==> src/rtl/lcd_scroll_lp_pkg.sv <==
// Package: register map, field layout, reset values and timing constants
package lcd_scroll_lp_pkg;
    localparam int ADDR_W = 4;
    localparam logic [ADDR_W-1:0] CTRL_OFS = 4'h0;
    localparam logic [ADDR_W-1:0] SCROLL_OFS = 4'h4;
    localparam logic [ADDR_W-1:0] LINESEL_OFS = 4'h8;
    localparam logic [ADDR_W-1:0] STATUS_OFS = 4'hC;
    // Control register fields
    localparam int CTRL_BANK_BIT = 0;
    localparam int CTRL_FW_BIT = 1;
    localparam int CTRL_LP_BIT = 2;
    localparam int CTRL_LINES_LSB = 3;
    localparam int CTRL_HOME_BIT = 5;
    localparam int SCROLL_W = 6;
    localparam int LINES_MAX = 4;
    localparam logic [31:0] CTRL_RST = 32'h0000_0000;
    localparam logic [SCROLL_W-1:0] SCROLL_RST = 6'h00;
    localparam logic [LINES_MAX-1:0] LINESEL_RST = 4'h0;
    // Internal operating clock: base period in core cycles
    localparam int CLK_HZ = 125_000_000;
    localparam int OSC_HZ = 250_000;
    localparam int OSC_DIV = CLK_HZ / OSC_HZ;
    // Frame: 6 internal ticks normally; 5 of 6 pass in low power
    localparam int FRAME_TICKS = 6;
    localparam int LP_FRAME_KEEP = 5;
    localparam logic [1:0] RESP_OKAY = 2'b00;
    localparam logic [1:0] RESP_SLVERR = 2'b10;
    typedef enum logic [1:0] {
        LINES_1 = 2'b00,
        LINES_2 = 2'b01,
        LINES_4 = 2'b10
    } line_mode_e;
    typedef struct packed {
        logic [SCROLL_W-1:0] amount;
        logic [LINES_MAX-1:0] lines;
        logic six_dot;
    } scroll_s;
endpackage
==> src/rtl/lcd_scroll_lp_ctrl.sv <==
// Scroll and low-power control with an AXI4-Lite register slave
//
// Summary of operation
// - Scroll amount register accepts writes only while extended bank is 1.
// - Scroll applies only to lines enabled in the line-select register.
// - Char width select 1 gives 6-dot font for smooth scrolling.
// - Low power entered on bit write when bank is 1, no expansion.
// - Low power divides internal clock by 2 (2/4-line) or 4 (1-line).
// - Low power reduces frame rate to five sixths.
// - No display shift is applied while in low power.
// - Leaving low power leaves the display in a shifted state.
`timescale 1ns/100ps
module lcd_scroll_lp_ctrl #(
    parameter int OSC_DIV = lcd_scroll_lp_pkg::OSC_DIV
) (
    input wire logic CORE_CLK_IN,
    input wire logic RST_N_IN,
    input wire logic EXPANSION_DRIVER_USED_IN,
    input wire logic [3:0] S_AXI_AWADDR_IN,
    input wire logic S_AXI_AWVALID_IN,
    output logic S_AXI_AWREADY_OUT,
    input wire logic [31:0] S_AXI_WDATA_IN,
    input wire logic [3:0] S_AXI_WSTRB_IN,
    input wire logic S_AXI_WVALID_IN,
    output logic S_AXI_WREADY_OUT,
    output logic [1:0] S_AXI_BRESP_OUT,
    output logic S_AXI_BVALID_OUT,
    input wire logic S_AXI_BREADY_IN,
    input wire logic [3:0] S_AXI_ARADDR_IN,
    input wire logic S_AXI_ARVALID_IN,
    output logic S_AXI_ARREADY_OUT,
    output logic [31:0] S_AXI_RDATA_OUT,
    output logic [1:0] S_AXI_RRESP_OUT,
    output logic S_AXI_RVALID_OUT,
    input wire logic S_AXI_RREADY_IN,
    output logic LOW_POWER_OUT,
    output logic OP_TICK_OUT,
    output logic FRAME_TICK_OUT,
    output logic SHIFT_ACTIVE_OUT,
    output logic [5:0] SCROLL_AMOUNT_OUT,
    output logic [3:0] SCROLL_LINES_OUT,
    output logic SIX_DOT_OUT
);
    localparam int SW = lcd_scroll_lp_pkg::SCROLL_W;
    localparam int LN = lcd_scroll_lp_pkg::LINES_MAX;

    // Expansion input is asynchronous to the core clock
    logic ext_meta_q;
    logic ext_sync_q;
    always_ff @(posedge CORE_CLK_IN or negedge RST_N_IN) begin
        if (!RST_N_IN) begin
            ext_meta_q <= 1'b0;
            ext_sync_q <= 1'b0;
        end else begin
            ext_meta_q <= EXPANSION_DRIVER_USED_IN;
            ext_sync_q <= ext_meta_q;
        end
    end

    // Write channel: address and data latched independently
    logic aw_full_q;
    logic w_full_q;
    logic [3:0] aw_addr_q;
    logic [31:0] w_data_q;
    logic [3:0] w_strb_q;
    logic bvalid_q;
    logic [1:0] bresp_q;
    logic awready_q;
    logic wready_q;
    wire aw_take = S_AXI_AWVALID_IN && awready_q;
    wire w_take = S_AXI_WVALID_IN && wready_q;
    wire wr_go = aw_full_q && w_full_q && !bvalid_q;
    // Readies come from next state, so the ports are plain flops
    wire aw_full_d = !wr_go && (aw_full_q || aw_take);
    wire w_full_d = !wr_go && (w_full_q || w_take);
    wire bvalid_d = wr_go || (bvalid_q && !S_AXI_BREADY_IN);
    wire wr_ctrl = wr_go && aw_addr_q == lcd_scroll_lp_pkg::CTRL_OFS;
    wire wr_scroll = wr_go && aw_addr_q == lcd_scroll_lp_pkg::SCROLL_OFS;
    wire wr_lines = wr_go && aw_addr_q == lcd_scroll_lp_pkg::LINESEL_OFS;
    wire wr_known = wr_ctrl || wr_scroll || wr_lines;

    // Configuration state
    logic bank_q;
    logic six_dot_q;
    logic [1:0] line_mode_q;
    logic lp_q;
    logic shifted_q;
    logic [SW-1:0] amount_q;
    logic [LN-1:0] lines_q;
    wire ctrl_lane = wr_ctrl && w_strb_q[0];
    wire new_bank = w_data_q[lcd_scroll_lp_pkg::CTRL_BANK_BIT];
    wire new_lp = w_data_q[lcd_scroll_lp_pkg::CTRL_LP_BIT];
    wire home_cmd = ctrl_lane && w_data_q[lcd_scroll_lp_pkg::CTRL_HOME_BIT];
    // LP only changes with the extended bank open; entry also needs no EXPANSION_DRIVER_USED
    wire lp_set = ctrl_lane && bank_q && new_lp && !ext_sync_q;
    wire lp_clr = ctrl_lane && bank_q && !new_lp;
    wire scroll_ok = wr_scroll && w_strb_q[0] && bank_q;

    always_ff @(posedge CORE_CLK_IN or negedge RST_N_IN) begin
        if (!RST_N_IN) begin
            aw_full_q <= 1'b0;
            w_full_q <= 1'b0;
            aw_addr_q <= 4'h0;
            w_data_q <= 32'h0000_0000;
            w_strb_q <= 4'h0;
            bvalid_q <= 1'b0;
            bresp_q <= lcd_scroll_lp_pkg::RESP_OKAY;
            awready_q <= 1'b1;
            wready_q <= 1'b1;
        end else begin
            awready_q <= !aw_full_d && !bvalid_d;
            wready_q <= !w_full_d && !bvalid_d;
            if (aw_take) begin
                aw_full_q <= 1'b1;
                aw_addr_q <= S_AXI_AWADDR_IN;
            end
            if (w_take) begin
                w_full_q <= 1'b1;
                w_data_q <= S_AXI_WDATA_IN;
                w_strb_q <= S_AXI_WSTRB_IN;
            end
            if (wr_go) begin
                aw_full_q <= 1'b0;
                w_full_q <= 1'b0;
                bvalid_q <= 1'b1;
                bresp_q <= wr_known ? lcd_scroll_lp_pkg::RESP_OKAY
                                    : lcd_scroll_lp_pkg::RESP_SLVERR;
            end else if (bvalid_q && S_AXI_BREADY_IN) begin
                bvalid_q <= 1'b0;
            end
        end
    end

    always_ff @(posedge CORE_CLK_IN or negedge RST_N_IN) begin
        if (!RST_N_IN) begin
            bank_q <= lcd_scroll_lp_pkg::CTRL_RST[0];
            six_dot_q <= lcd_scroll_lp_pkg::CTRL_RST[1];
            line_mode_q <= lcd_scroll_lp_pkg::CTRL_RST[4:3];
            lp_q <= lcd_scroll_lp_pkg::CTRL_RST[2];
            shifted_q <= 1'b0;
            amount_q <= lcd_scroll_lp_pkg::SCROLL_RST;
            lines_q <= lcd_scroll_lp_pkg::LINESEL_RST;
        end else begin
            if (ctrl_lane) begin
                bank_q <= new_bank;
                six_dot_q <= w_data_q[lcd_scroll_lp_pkg::CTRL_FW_BIT];
                line_mode_q <= w_data_q[lcd_scroll_lp_pkg::CTRL_LINES_LSB+:2];
            end
            if (lp_set) begin
                lp_q <= 1'b1;
            end else if (lp_clr) begin
                lp_q <= 1'b0;
            end
            // Leaving low power leaves a stale shift until a home command
            if (lp_clr && lp_q) begin
                shifted_q <= 1'b1;
            end else if (home_cmd) begin
                shifted_q <= 1'b0;
            end
            if (scroll_ok) begin
                amount_q <= w_data_q[SW-1:0];
            end
            if (wr_lines && w_strb_q[0]) begin
                lines_q <= w_data_q[LN-1:0];
            end
        end
    end

    // Read channel
    logic rvalid_q;
    logic [31:0] rdata_q;
    logic [1:0] rresp_q;
    logic arready_q;
    wire ar_take = S_AXI_ARVALID_IN && arready_q;
    wire rvalid_d = ar_take || (rvalid_q && !S_AXI_RREADY_IN);
    wire [31:0] ctrl_view = {26'h000_0000, 1'b0, line_mode_q, lp_q,
                             six_dot_q, bank_q};
    wire [31:0] status_view = {28'h000_0000, shifted_q, ext_sync_q,
                               SHIFT_ACTIVE_OUT, lp_q};
    wire rd_ctrl = S_AXI_ARADDR_IN == lcd_scroll_lp_pkg::CTRL_OFS;
    wire rd_scroll = S_AXI_ARADDR_IN == lcd_scroll_lp_pkg::SCROLL_OFS;
    wire rd_lines = S_AXI_ARADDR_IN == lcd_scroll_lp_pkg::LINESEL_OFS;
    wire rd_status = S_AXI_ARADDR_IN == lcd_scroll_lp_pkg::STATUS_OFS;
    wire rd_known = rd_ctrl || rd_scroll || rd_lines || rd_status;
    wire [31:0] rd_mux = rd_ctrl ? ctrl_view :
                         rd_scroll ? {26'h000_0000, amount_q} :
                         rd_lines ? {28'h000_0000, lines_q} :
                         rd_status ? status_view : 32'h0000_0000;

    always_ff @(posedge CORE_CLK_IN or negedge RST_N_IN) begin
        if (!RST_N_IN) begin
            rvalid_q <= 1'b0;
            rdata_q <= 32'h0000_0000;
            rresp_q <= lcd_scroll_lp_pkg::RESP_OKAY;
            arready_q <= 1'b1;
        end else begin
            arready_q <= !rvalid_d;
            if (ar_take) begin
                rvalid_q <= 1'b1;
                rdata_q <= rd_mux;
                rresp_q <= rd_known ? lcd_scroll_lp_pkg::RESP_OKAY
                                    : lcd_scroll_lp_pkg::RESP_SLVERR;
            end else if (rvalid_q && S_AXI_RREADY_IN) begin
                rvalid_q <= 1'b0;
            end
        end
    end

    // Internal operating clock as enables: base divider, then LP divider
    logic [$clog2(OSC_DIV)-1:0] osc_cnt_q;
    logic [1:0] lp_cnt_q;
    logic [2:0] frame_cnt_q;
    logic op_tick_q;
    logic frame_tick_q;
    wire osc_tick = osc_cnt_q == ($clog2(OSC_DIV))'(OSC_DIV - 1);
    // 1-line mode divides by 4, 2/4-line by 2
    wire [1:0] lp_last = line_mode_q == lcd_scroll_lp_pkg::LINES_1
                         ? 2'd3 : 2'd1;
    wire op_tick = osc_tick && (!lp_q || lp_cnt_q == lp_last);
    // Frame counter: in low power, one tick in six is swallowed
    wire frame_last = frame_cnt_q == 3'(lcd_scroll_lp_pkg::FRAME_TICKS - 1);
    wire frame_keep = !lp_q ||
        frame_cnt_q < 3'(lcd_scroll_lp_pkg::LP_FRAME_KEEP);

    always_ff @(posedge CORE_CLK_IN or negedge RST_N_IN) begin
        if (!RST_N_IN) begin
            osc_cnt_q <= '0;
            lp_cnt_q <= 2'd0;
            frame_cnt_q <= 3'd0;
            op_tick_q <= 1'b0;
            frame_tick_q <= 1'b0;
        end else begin
            osc_cnt_q <= osc_tick ? '0 : osc_cnt_q + 1'b1;
            if (osc_tick) begin
                lp_cnt_q <= (!lp_q || lp_cnt_q == lp_last) ? 2'd0
                                                            : lp_cnt_q + 2'd1;
                frame_cnt_q <= frame_last ? 3'd0 : frame_cnt_q + 3'd1;
            end
            op_tick_q <= op_tick;
            frame_tick_q <= osc_tick && frame_keep;
        end
    end

    // Display outputs: shift suppressed during low power
    always_ff @(posedge CORE_CLK_IN or negedge RST_N_IN) begin
        if (!RST_N_IN) begin
            SHIFT_ACTIVE_OUT <= 1'b0;
            SCROLL_AMOUNT_OUT <= 6'h00;
            SCROLL_LINES_OUT <= 4'h0;
        end else begin
            SHIFT_ACTIVE_OUT <= !lp_q && (|amount_q || shifted_q);
            SCROLL_AMOUNT_OUT <= lp_q ? 6'h00 : amount_q;
            SCROLL_LINES_OUT <= lp_q ? 4'h0 : lines_q;
        end
    end

    assign S_AXI_AWREADY_OUT = awready_q;
    assign S_AXI_WREADY_OUT = wready_q;
    assign S_AXI_BVALID_OUT = bvalid_q;
    assign S_AXI_BRESP_OUT = bresp_q;
    assign S_AXI_ARREADY_OUT = arready_q;
    assign S_AXI_RVALID_OUT = rvalid_q;
    assign S_AXI_RDATA_OUT = rdata_q;
    assign S_AXI_RRESP_OUT = rresp_q;
    assign LOW_POWER_OUT = lp_q;
    assign OP_TICK_OUT = op_tick_q;
    assign FRAME_TICK_OUT = frame_tick_q;
    assign SIX_DOT_OUT = six_dot_q;
endmodule

==> config.mk <==
export PLATFORM = sky130hd
export DESIGN_NAME = lcd_scroll_lp_ctrl
export DESIGN_NICKNAME = d
export VERILOG_FILES = /design/src/rtl/lcd_scroll_lp_pkg.sv /design/src/rtl/lcd_scroll_lp_ctrl.sv
export SDC_FILE = /design/constraint.sdc
export NUM_CORES = 1
export LEC_CHECK = 0
export BUFFER_PORTS_ARGS = -buffer_cell sky130_fd_sc_hd__clkbuf_2
export CAP_MARGIN = 10
export CORE_ASPECT_RATIO = 1.1
export CORE_MARGIN = 5
export CORE_UTILIZATION = 56
export CTS_BUF_LIST = sky130_fd_sc_hd__clkbuf_4
export DETAILED_ROUTE_END_ITERATION = 7
export GPL_TIMING_DRIVEN = 0
export PLACE_DENSITY_LB_ADDON = 0.1
export SYNTH_ARGS = -nofsm -noshare
export SYNTH_HDL_FRONTEND = slang
export SYNTH_SLANG_ARGS = --single-unit
==> constraint.sdc <==
create_clock -name CORE_CLK_IN -period 4.05 [get_ports CORE_CLK_IN]
set_clock_uncertainty 0.05 [all_clocks]
set_input_delay 0.81 -clock CORE_CLK_IN [delete_from_list [all_inputs] [get_ports CORE_CLK_IN]]
set_output_delay 0.81 -clock CORE_CLK_IN [all_outputs]
set_load 0.01 [all_outputs]
Yosys cells after proc, flatten, opt, wreduce, memory -nomap -nowiden. Index checks and enable logic that the tools add are counted.

Add/sub/neg operators: 3. Order comparisons: 1. Equal/unequal tests: 8. Muxes and demuxes: 24. Reductions and logical operators: 62.

Operators by type and width (count): logical AND 1 bit (29); two-way mux 6 bit (3); == test 4 bit, second input constant (3); logical OR 1 bit (12); two-way mux 1 bit (12); two-way mux 4 bit (3); nonzero test 2 bit (6); logical NOT 1 bit (11); adder 9 x 1 -> 9 bit, second input constant (1); == test 9 bit, second input constant (1); two-way mux 9 bit (1); == test 4 x 3 -> 1 bit, second input constant (2); logical NOT 4 bit (2); two-way mux 2 bit (4); OR reduction 6 bit (1); adder 3 x 1 -> 3 bit, second input constant (1); == test 3 bit, second input constant (1); less-than comparator 3 bit, second input constant (1); two-way mux 3 bit (1); adder 2 x 1 -> 2 bit, second input constant (1); == test 2 bit (1); logical NOT 2 bit (1).

Register bits after elaboration: 99. Input bits: 52. Output and inout port bits: 56.

Depth between registers and ports, before layout. Gate-level depths: netlist of run 1.

Depth in word-level cells: 8. Depth in mapped cells: 5. Depth with buffers taken out: 4.

Least setup slack after synthesis of run 1. OpenSTA, ideal clock, no wires.

Path type: input port to flip-flop. Start: in S_AXI_ARADDR_IN[2]. End: reg rdata_q[1], in the netlist S_AXI_RDATA_OUT[1]. Setup time: 121 ps. Data arrival time: 1657 ps. Data required time: 3879 ps. Slack: 2222 ps. Cell stages on the path: 3. Buffers on the path: 1. Cell sequence: buf_2 -> mux4_2 -> a22o_1.

Longest elaborated chain between the ends: 5. Elaborated cells on any way between the ends: 8. Those cells by class: eq/ne: 3; mux: 4; reduce/logical: 1.

Ends and longest elaborated chain: from (decl) (RTL line lcd_scroll_lp_ctrl.sv:29) `input wire logic [3:0] S_AXI_ARADDR_IN,`; == test 4 bit (RTL line lcd_scroll_lp_ctrl.sv:183) `wire rd_status = S_AXI_ARADDR_IN == lcd_scroll_lp_pkg::STATUS_OFS;`; two-way mux 4 bit (RTL line lcd_scroll_lp_ctrl.sv:188) `rd_status ? status_view : 32'h0000_0000;`; two-way mux 4 bit (RTL line lcd_scroll_lp_ctrl.sv:187) `rd_lines ? {28'h000_0000, lines_q} :`; two-way mux 6 bit (RTL line lcd_scroll_lp_ctrl.sv:186) `rd_scroll ? {26'h000_0000, amount_q} :`; two-way mux 6 bit (*) (RTL line lcd_scroll_lp_ctrl.sv:185) `wire [31:0] rd_mux = rd_ctrl ? ctrl_view :`; to (signal assigned) (RTL line lcd_scroll_lp_ctrl.sv:200) `rdata_q <= rd_mux;`; to (decl) (RTL line lcd_scroll_lp_ctrl.sv:171) `logic [31:0] rdata_q;`.

Mark *: on every way between the ends. The rest lies on a longest branch, timed or not. A chain may end at the register's enable or synchronous reset.

Worst setup path after layout of run 1.
Start: reg lp_q, in the netlist LOW_POWER_OUT. End: out LOW_POWER_OUT.

RTL lines: from (decl) (RTL line lcd_scroll_lp_ctrl.sv:86) `logic lp_q;`; from (signal assigned) (RTL line lcd_scroll_lp_ctrl.sv:139) `lp_q <= lcd_scroll_lp_pkg::CTRL_RST[2];`; to (decl) (RTL line lcd_scroll_lp_ctrl.sv:36) `output logic LOW_POWER_OUT,`.

No word-level cell between the ends.

==> results.cfg, run 1 <==
[floorplanning]
die_y_microns = 88.09
fp.dieArea_sq_um = 7134
core_area_sq_um = 5395
io_pins = 108
dieWidth_microns = 80.99
num_rows = 28
start_util = 0.5754

[layout]
final_cell_area_sq_um = 3722
layout.nets = 386
num_antenna_cells = 0
synthToLayoutAreaGrowth_pct = 19.91
drive_gt1_frac = 0.3964
final_util = 0.6899
fin_cells = 413

[critical_path]
path_buf_inv = 1
slowest_stage = dfrtp_1
max_stage_delay_ns = 0.55
cp_data_required_time_ns = 3.19
path_cells = clkbuf_2
arrival_ns = 1.17
crit_path_end_kind = output port
path_class = flip-flop to output port
start_kind = flip-flop
cp_max_fo = 10
cpLargestDelayFamily = flip-flops

[routing]
routed_wl_microns = 5842
drtIter0Drc = 84
first_pass_iters = 5
wl_per_cell_microns = 14.15
antenna_left = 0
viasPerCell = 4.939
drt_drc_violations_left = 0
routed-via-count = 2040

[synth]
synth-edff-count = 0
async_reset_ff_frac = 1.000
synth_cells = 245
syn_area_sq_um = 3104
synth_largest_area_cell = dfrtp_1
synthFlopType = dfrtp_1
yosys_warnings = 0
yosysSeqAreaShare = 0.5736
yosysMostFrequentCell = dfrtp_1
yosys_register_bits = 71
ys_types = 49
synth_top_area_frac = 0.5482
synth_area_leaders = dfrtp_1, mux2_2, buf_4
avgSynthCellArea_sq_um = 12.67
netlist_top_cells_count = dfrtp_1, buf_4, mux2_2

[cts]
clock-root-buffer = clkbuf_4
clk_pin_slew_ns = 0.10
cts_buffer_depth = 2
clkLatencyLatePin_ns = 0.42
cts_buffers = 9
holdBufCountCts = 0
cts.sink_count = 71
cts_resized = 0
post-cts-setup-buffers = 0
cts_tree = built
cts_max_level = 3

[place]
hpwl_microns = 4356
place.gp.congestion = 0.7544
dp_cells = 397
place_area_sq_um = 3567
numPortBuffers = 49
dp_slack_ns = 2.080

[timing]
tns_ns = 0
final-max-slew-violation-count = 0
slew_headroom = 0.6085
fmax_ghz = 0.4936
rsz0062_at_grt = false
tightest_slew_ns = 0.5828
setup_ws_ns = 2.024
setup_viol_count_final = 0
hold_viol = 0
timing.hold.ws_ns = 0.3068
min_period_ns = 2.026
period_share = 0.5002

[grt]
busiest_layer = met2
grt_pass1_vias = 2004
grt_pass1_wl_microns = 9597
grt.overflow.total = 0
grt_usage = 0.1811
grt_max_degree = 41
antenna_found_initial = 0
grt_use_met3 = 0.04527
use_met2 = 0.2748
grt_util_met1 = 0.2426

[power]
power_density_nw_per_um2 = 503.2
ir_drop_uv = 422.9
leakage_nw = 1.913
total_power_mw = 1.873

[job]
maxCapViolations = 0

[run_status]
status = finished, final reports clean

[hold_path]
hold_path.class = input pin to async pin
-- final cells by class --
class,instances,area (sq um)
Buffer,34,237.7
Clock buffer,11,82.58
Clock inverter,5,72.57
Fill cell,451,1673
Inverter,6,22.52
Multi-Input combinational cell,161,1165
Sequential cell,71,1780
Tap cell,75,93.84
Timing Repair Buffer,50,267.8
-- registers in the layout (all words and copies together), names as in the netlist, 2 cells and up --
signal / cells
osc_cnt_q: 9
SCROLL_AMOUNT_OUT: 6
S_AXI_RDATA_OUT: 6
amount_q: 6
w_data_q: 6
SCROLL_LINES_OUT: 4
aw_addr_q: 4
lines_q: 4
frame_cnt_q: 3
line_mode_q: 2
lp_cnt_q: 2
-- kinds of logic (layout without fill, tap and decap cells) --
logic type                 Yosys count  after routing  synth area share
other                                1             28          0.001208
muxes                               33             33            0.1334
buffers and inverters               40            106           0.08383
adders and majority gates            1              1          0.004030
AOI/OAI and AO/OA                   26             26           0.05966
DFF                                 71             71            0.5736
xor gates and xnor gates             4              4           0.01128
and+or+nand+nor                     69             69            0.1330
-- report_power, final --
group	switching, mW	internal [mW]
Clock	0.235	0.260
Combinational	0.184	0.205
Sequential	0.128	0.862
-- worst register-to-register path, stage by stage, from the launching register on --
cell,delay (ns)
dfrtp_1,0.42
ha_1,0.22
nor4bb_1,0.28
clkbuf_2,0.24
nand2_1,0.16
a311o_1,0.37
-- layout by cell type (no fill, tap or decap), drive strengths merged, types with 3 or more instances in the layout --
cell type,count
mux2,27
dfrtp,68
buf,32
clkbuf,63
dfstp,3
mux4,4
nor2b,14
nor3,5
a22o,4
nand4,3
inv,6
xnor2,4
nor2,9
conb,28
nand3,9
clkinv,3
a21oi,5
o21ai,5
nand2,9
-- layer usage --
layer / wire length [microns] / vias up / part of all wire
li1: - / 992 / -
met4: 130 / 0 / 0.022
met2: 2714 / 57 / 0.46
met1: 2617 / 979 / 0.45
met3: 379 / 12 / 0.065
met5: 0 / - / 0
-- path summary, 6_finish.rpt --
kind,from,end,slack [ns],cells after the start
worst max-delay path,LOW_POWER_OUT,LOW_POWER_OUT,2.02,1
worst min-delay path,RST_N_IN,aw_full_q,0.31,1
worst max register to register,osc_cnt_q[0],osc_cnt_q[5],2.22,5
worst min register to register,ext_meta_q,ext_sync_q,0.33,0
max in group asynchronous,RST_N_IN,S_AXI_AWREADY_OUT,3.04,2
min in group CORE_CLK_IN,ext_meta_q,ext_sync_q,0.33,0
No activity file was read; power rests on OpenSTA's default activity.
==> inputs of run 2 (changes only) <==
--- a/config.mk
+++ b/config.mk
@@ -9,7 +9,7 @@
 export CAP_MARGIN = 10
 export CORE_ASPECT_RATIO = 1.1
 export CORE_MARGIN = 5
-export CORE_UTILIZATION = 56
+export CORE_UTILIZATION = 52
 export CTS_BUF_LIST = sky130_fd_sc_hd__clkbuf_4
 export DETAILED_ROUTE_END_ITERATION = 7
 export GPL_TIMING_DRIVEN = 0
==> constraint.sdc (replaced) <==
create_clock -name CORE_CLK_IN -period 2 [get_ports CORE_CLK_IN]
set_clock_uncertainty 0.05 [all_clocks]
set_input_delay 0.4 -clock CORE_CLK_IN [delete_from_list [all_inputs] [get_ports CORE_CLK_IN]]
set_output_delay 0.4 -clock CORE_CLK_IN [all_outputs]
set_load 0.01 [all_outputs]
==> run 2 against run 1 <==
Count of clock-buffer cells in the layout rose by 2. Largest power group unchanged. Register-to-register slack got worse by 2.0 ns. Combinational power up 99%.
==> results.cfg, run 2 (synthesized netlist as in run 1, its figures left out) <==
[run_status]
status = finished, final reports clean

[floorplanning]
num_rows = 29
core_area_sq_um = 5806
start_util = 0.5347
io_pins = 108
fp.dieArea_sq_um = 7616
die_y_microns = 91.04
dieWidth_microns = 83.67

[timing]
fmax_ghz = 0.5577
hold_viol = 0
timing.hold.ws_ns = 0.06312
setup_viol_count_final = 0
min_period_ns = 1.793
slew_headroom = 0.6385
tightest_slew_ns = 0.5381
period_share = 0.8965
final-max-slew-violation-count = 0

[power]
switching_share = 0.3030
power.share.sequential = 0.567
p_comb_frac = 0.219
power_frac_clock = 0.214
power_density_nw_per_um2 = 952.5
ir_drop_uv = 752.1
leakage_nw = 1.909
power.internal_mw = 2.466
power_switching_mw = 1.072
total_power_mw = 3.538

[cts]
cts_max_level = 3
cts.sink_count = 71
clkLatencyLatePin_ns = 0.39
clk_pin_slew_ns = 0.11
cts_tree = built
cts_buffers = 9
cts_buffer_depth = 2
clock-root-buffer = clkbuf_4

[place]
hpwl_microns = 4228
place.gp.congestion = 0.7296
numPortBuffers = 49

[routing]
drtIter0Drc = 136
routed_wl_microns = 5699
viasPerCell = 4.866
antenna_left = 0
drt_drc_violations_left = 0
routed-via-count = 2034
first_pass_iters = 4
wl_per_cell_microns = 13.63

[layout]
largest_register_ff_count = 9
drive_gt1_frac = 0.4047
mostFrequentLayoutCells = dfrtp_1, clkbuf_2, buf_4, conb_1, mux2_2
layout.nets = 389
top_register = osc_cnt_q
final_common_cell = dfrtp_1
synthToLayoutAreaGrowth_pct = 19.67
num_antenna_cells = 0

[hold_path]
hold_depth = 1
hold_path.class = input pin to flip-flop

[grt]
antenna_found_initial = 0
grt_usage = 0.1599
grt_pass1_vias = 1971
grt_pass1_wl_microns = 9729
grt.overflow.total = 0
grt_max_degree = 39

[critical_path]
cp_max_fo = 8
path_class = flip-flop to flip-flop
crit_path_end_kind = flip-flop
cp_data_required_time_ns = 2.24
start_kind = flip-flop
arrival_ns = 2.03
r2r.worst_path.cells = 5

[job]
maxCapViolations = 0
## run 2: changes by cell type in the layout (fill, tap and decap cells not counted), sizes merged
cell / delta
clkbuf: +2
dlygate4sd3: +1
bufinv: -2
buf: +2
## run 2: critical path, cell delays in order (launching register included)
cell and delay (ns):
dfrtp_1 0.40, ha_1 0.22, nor4bb_2 0.29, clkbuf_4 0.23, nand2_1 0.12, a311o_1 0.36
## run 2: area by class of cell
| type | instances | area, sq um |
|---|---|---|
| fillers | 499 | 2091 |
| flip-flops and latches | 71 | 1780 |
| multi-input cells | 161 | 1171 |
| repair buffers | 53 | 292.8 |
| plain buffers | 34 | 240.2 |
| clock buffers | 13 | 97.59 |
| well taps | 77 | 96.34 |
| inverters | 6 | 22.52 |
| clock inverters | 3 | 13.76 |
## run 2: timing repair
action	in CTS	in global routing
gates resized for setup	0	3
setup endpoints to repair	0	1
hold buffers	1	0
endpoints found under the hold margin	30	0
setup buffers	0	2
## run 2: power by group through the flow
| stage | clock (mW) | sequential (mW) | combinational, mW |
|---|---|---|---|
| after floorplan | 0 | 2.01 | 0.488 |
| after global placement | 0 | 2.02 | 0.766 |
| after detailed placement | 0 | 2.03 | 0.790 |
| after CTS | 0.778 | 2.01 | 0.790 |
| after global routing | 0.858 | 2.05 | 0.862 |
| final | 0.757 | 2.00 | 0.776 |
## run 2: layer usage
| metal | wire length, microns | global-route usage | vias to the layer above |
|---|---|---|---|
| li1 | - | - | 1001 |
| met1 | 2560 | 0.2119 | 958 |
| met4 | 83 | 0.06836 | 0 |
| met5 | 0 | 0 | - |
| met2 | 2640 | 0.2407 | 67 |
| met3 | 415 | 0.05430 | 8 |
## run 2: metrics by stage
stage	std cells	worst slack, ns	cell area (sq um)	util	TNS (ns)
after floorplan	272	0.3461	3206	-	0
after global placement	398	-0.06415	3547	0.6110	-4.222
after detailed placement	399	0.1648	3570	0.6149	0
after CTS	416	0.1474	3691	0.6358	0
after global routing	418	-0.003150	3715	0.6399	-0.003150
final	418	0.2071	3715	0.6399	0
## run 2: worst paths after layout
kind,start,to,slack (ns)
hold / removal,EXPANSION_DRIVER_USED_IN,ext_meta_q,0.06
setup reg to reg,osc_cnt_q[1],osc_cnt_q[5],0.21
max in group asynchronous,RST_N_IN,amount_q[2],0.87
min in group asynchronous,RST_N_IN,osc_cnt_q[8],0.47
hold reg to reg,ext_meta_q,ext_sync_q,0.31
setup / recovery,osc_cnt_q[1],osc_cnt_q[5],0.21
==> inputs of run 3 (changes only) <==
--- a/config.mk
+++ b/config.mk
@@ -7,8 +7,7 @@
 export LEC_CHECK = 0
 export BUFFER_PORTS_ARGS = -buffer_cell sky130_fd_sc_hd__clkbuf_2
 export CAP_MARGIN = 10
-export CORE_ASPECT_RATIO = 1.1
-export CORE_MARGIN = 5
+export CORE_MARGIN = 2
 export CORE_UTILIZATION = 52
 export CTS_BUF_LIST = sky130_fd_sc_hd__clkbuf_4
 export DETAILED_ROUTE_END_ITERATION = 7
==> run 3 against run 2 <==
Worst hold slack lost 0.0066 ns. Largest power group unchanged. Sequential share of layout area hardly changed. Count of clock-buffer cells in the layout shrank 3. Design area shrank 0.10%. Setup slack worse by 0.086 ns. Utilization shrank 0.56 points. Maximum frequency shrank 4.6%. Clock power is 11% higher. Sequential power about the same. Flip-flop and latch count unchanged. Total power grew 2.0%.
==> results.cfg, run 3 (synthesized netlist as in run 1, its figures left out) <==
[power]
power_density_nw_per_um2 = 972.7
ir_drop_uv = 546.4
leakage_nw = 1.907

[grt]
grt_usage = 0.1798
grt.overflow.total = 0
antenna_found_initial = 0
grt_pass1_vias = 1786
grt_pass1_wl_microns = 8700
grt_max_degree = 63

[timing]
tns_ns = 0
fmax_ghz = 0.5322
slew_headroom = 0.6379
rsz0062_at_grt = false
final-max-slew-violation-count = 0
timing.hold.ws_ns = 0.05650
period_share = 0.9394
hold_viol = 0
tightest_slew_ns = 0.5390
min_period_ns = 1.879
setup_viol_count_final = 0

[floorplanning]
die_y_microns = 81.27
core_area_sq_um = 5851
num_rows = 28
fp.dieArea_sq_um = 6604
io_pins = 108
start_util = 0.5306
dieWidth_microns = 81.27

[critical_path]
cp_data_required_time_ns = 2.23
startpoint = osc_cnt_q[0]
start_kind = flip-flop
r2r_setup_slack_ns = 0.12
arrival_ns = 2.11
rr_startpoint = osc_cnt_q[0]
cp_max_fo = 8
crit_path_end_kind = flip-flop
path_class = flip-flop to flip-flop

[layout]
num_antenna_cells = 0
drive_gt1_frac = 0.3923
top_register = osc_cnt_q
mostFrequentLayoutCells = dfrtp_1, clkbuf_2, buf_4, conb_1, mux2_2
final_common_cell = dfrtp_1
synthToLayoutAreaGrowth_pct = 19.55
largest_register_ff_count = 9
layout.nets = 387
final_cell_area_sq_um = 3711

[cts]
post-cts-setup-buffers = 0
clock-root-buffer = clkbuf_4
cts_resized = 0
cts.sink_count = 71
cts_buffer_depth = 2
cts_max_level = 3
cts_buffers = 9
clk_pin_slew_ns = 0.10
cts_tree = built
clkLatencyLatePin_ns = 0.39

[routing]
met3WireLength_microns = 290
met2WireLength_microns = 2307
drt_drc_violations_left = 0
routed-via-count = 2020
wl_met1_microns = 2646
wl_per_cell_microns = 12.95
antenna_left = 0
drtIter0Drc = 88
first_pass_iters = 4
routed_wl_microns = 5362
viasPerCell = 4.879
highest_layer = met4

[run_status]
status = finished, final reports clean

[hold_path]
hold_path.class = input pin to flip-flop
min_from = EXPANSION_DRIVER_USED_IN

[place]
numPortBuffers = 49
place.gp.congestion = 0.7456
place_area_sq_um = 3575
hpwl_microns = 3982

[job]
maxCapViolations = 0
==> run 3: worst paths after layout <==
path / to / cells past startpoint
max reg2reg: osc_cnt_q[5] / 5
max: osc_cnt_q[5] / 5
max in group asynchronous: S_AXI_AWREADY_OUT / 3
min in group asynchronous: frame_cnt_q[2] / 2
min reg2reg: ext_sync_q / 0
min: ext_meta_q / 1
==> run 3: stage by stage <==
step | util | total power [mW] | instances | worst slack [ns]
after detailed placement | 0.6110 | 2.812 | 397 | 0.1556
after CTS | 0.6343 | 3.659 | 414 | 0.1136
after global routing | 0.6343 | 3.839 | 414 | 0.02742
final | 0.6343 | 3.610 | 414 | 0.1211
after global placement | 0.6059 | 2.773 | 396 | -0.08384
after floorplan | - | 2.501 | 272 | 0.3461
==> run 3: power by group <==
group	internal [mW]	total [mW]	leakage [nW]	switching [mW]
Clock	0.380	0.840	0.0727	0.461
Sequential	1.74	1.99	0.917	0.250
Combinational	0.417	0.775	0.918	0.357
Total	2.54	3.61	1.91	1.07
==> run 3: worst max-delay path: stages (launching register included) <==
cell	delay (ns)
dfrtp_1	0.44
ha_1	0.23
nor4bb_1	0.30
clkbuf_2	0.24
nand2_1	0.14
a311o_1	0.37
==> run 3: area by class of cell <==
type                       count  area, sq um
fill                         485         2140
sequential                    71         1780
multi-input combinational    161         1165
timing repair buffer          51        285.3
buffer                        34        237.7
tap                           75        93.84
clock buffer                  10        75.07
clock inverter                 6        51.30
inverter                       6        22.52
==> run 3: what timing repair did <==
| action | 4_1_cts | 5_1_grt |
|---|---|---|
| endpoints found under the hold margin | 9 | 0 |
| setup endpoints to repair | 0 | 0 |
| hold buffers | 1 | 0 |
==> run 3: metal layers <==
metal,vias to the layer above,global-route usage
li1,995,-
met1,952,0.2692
met2,62,0.2451
met3,11,0.03556
met4,0,0.09661
met5,-,0
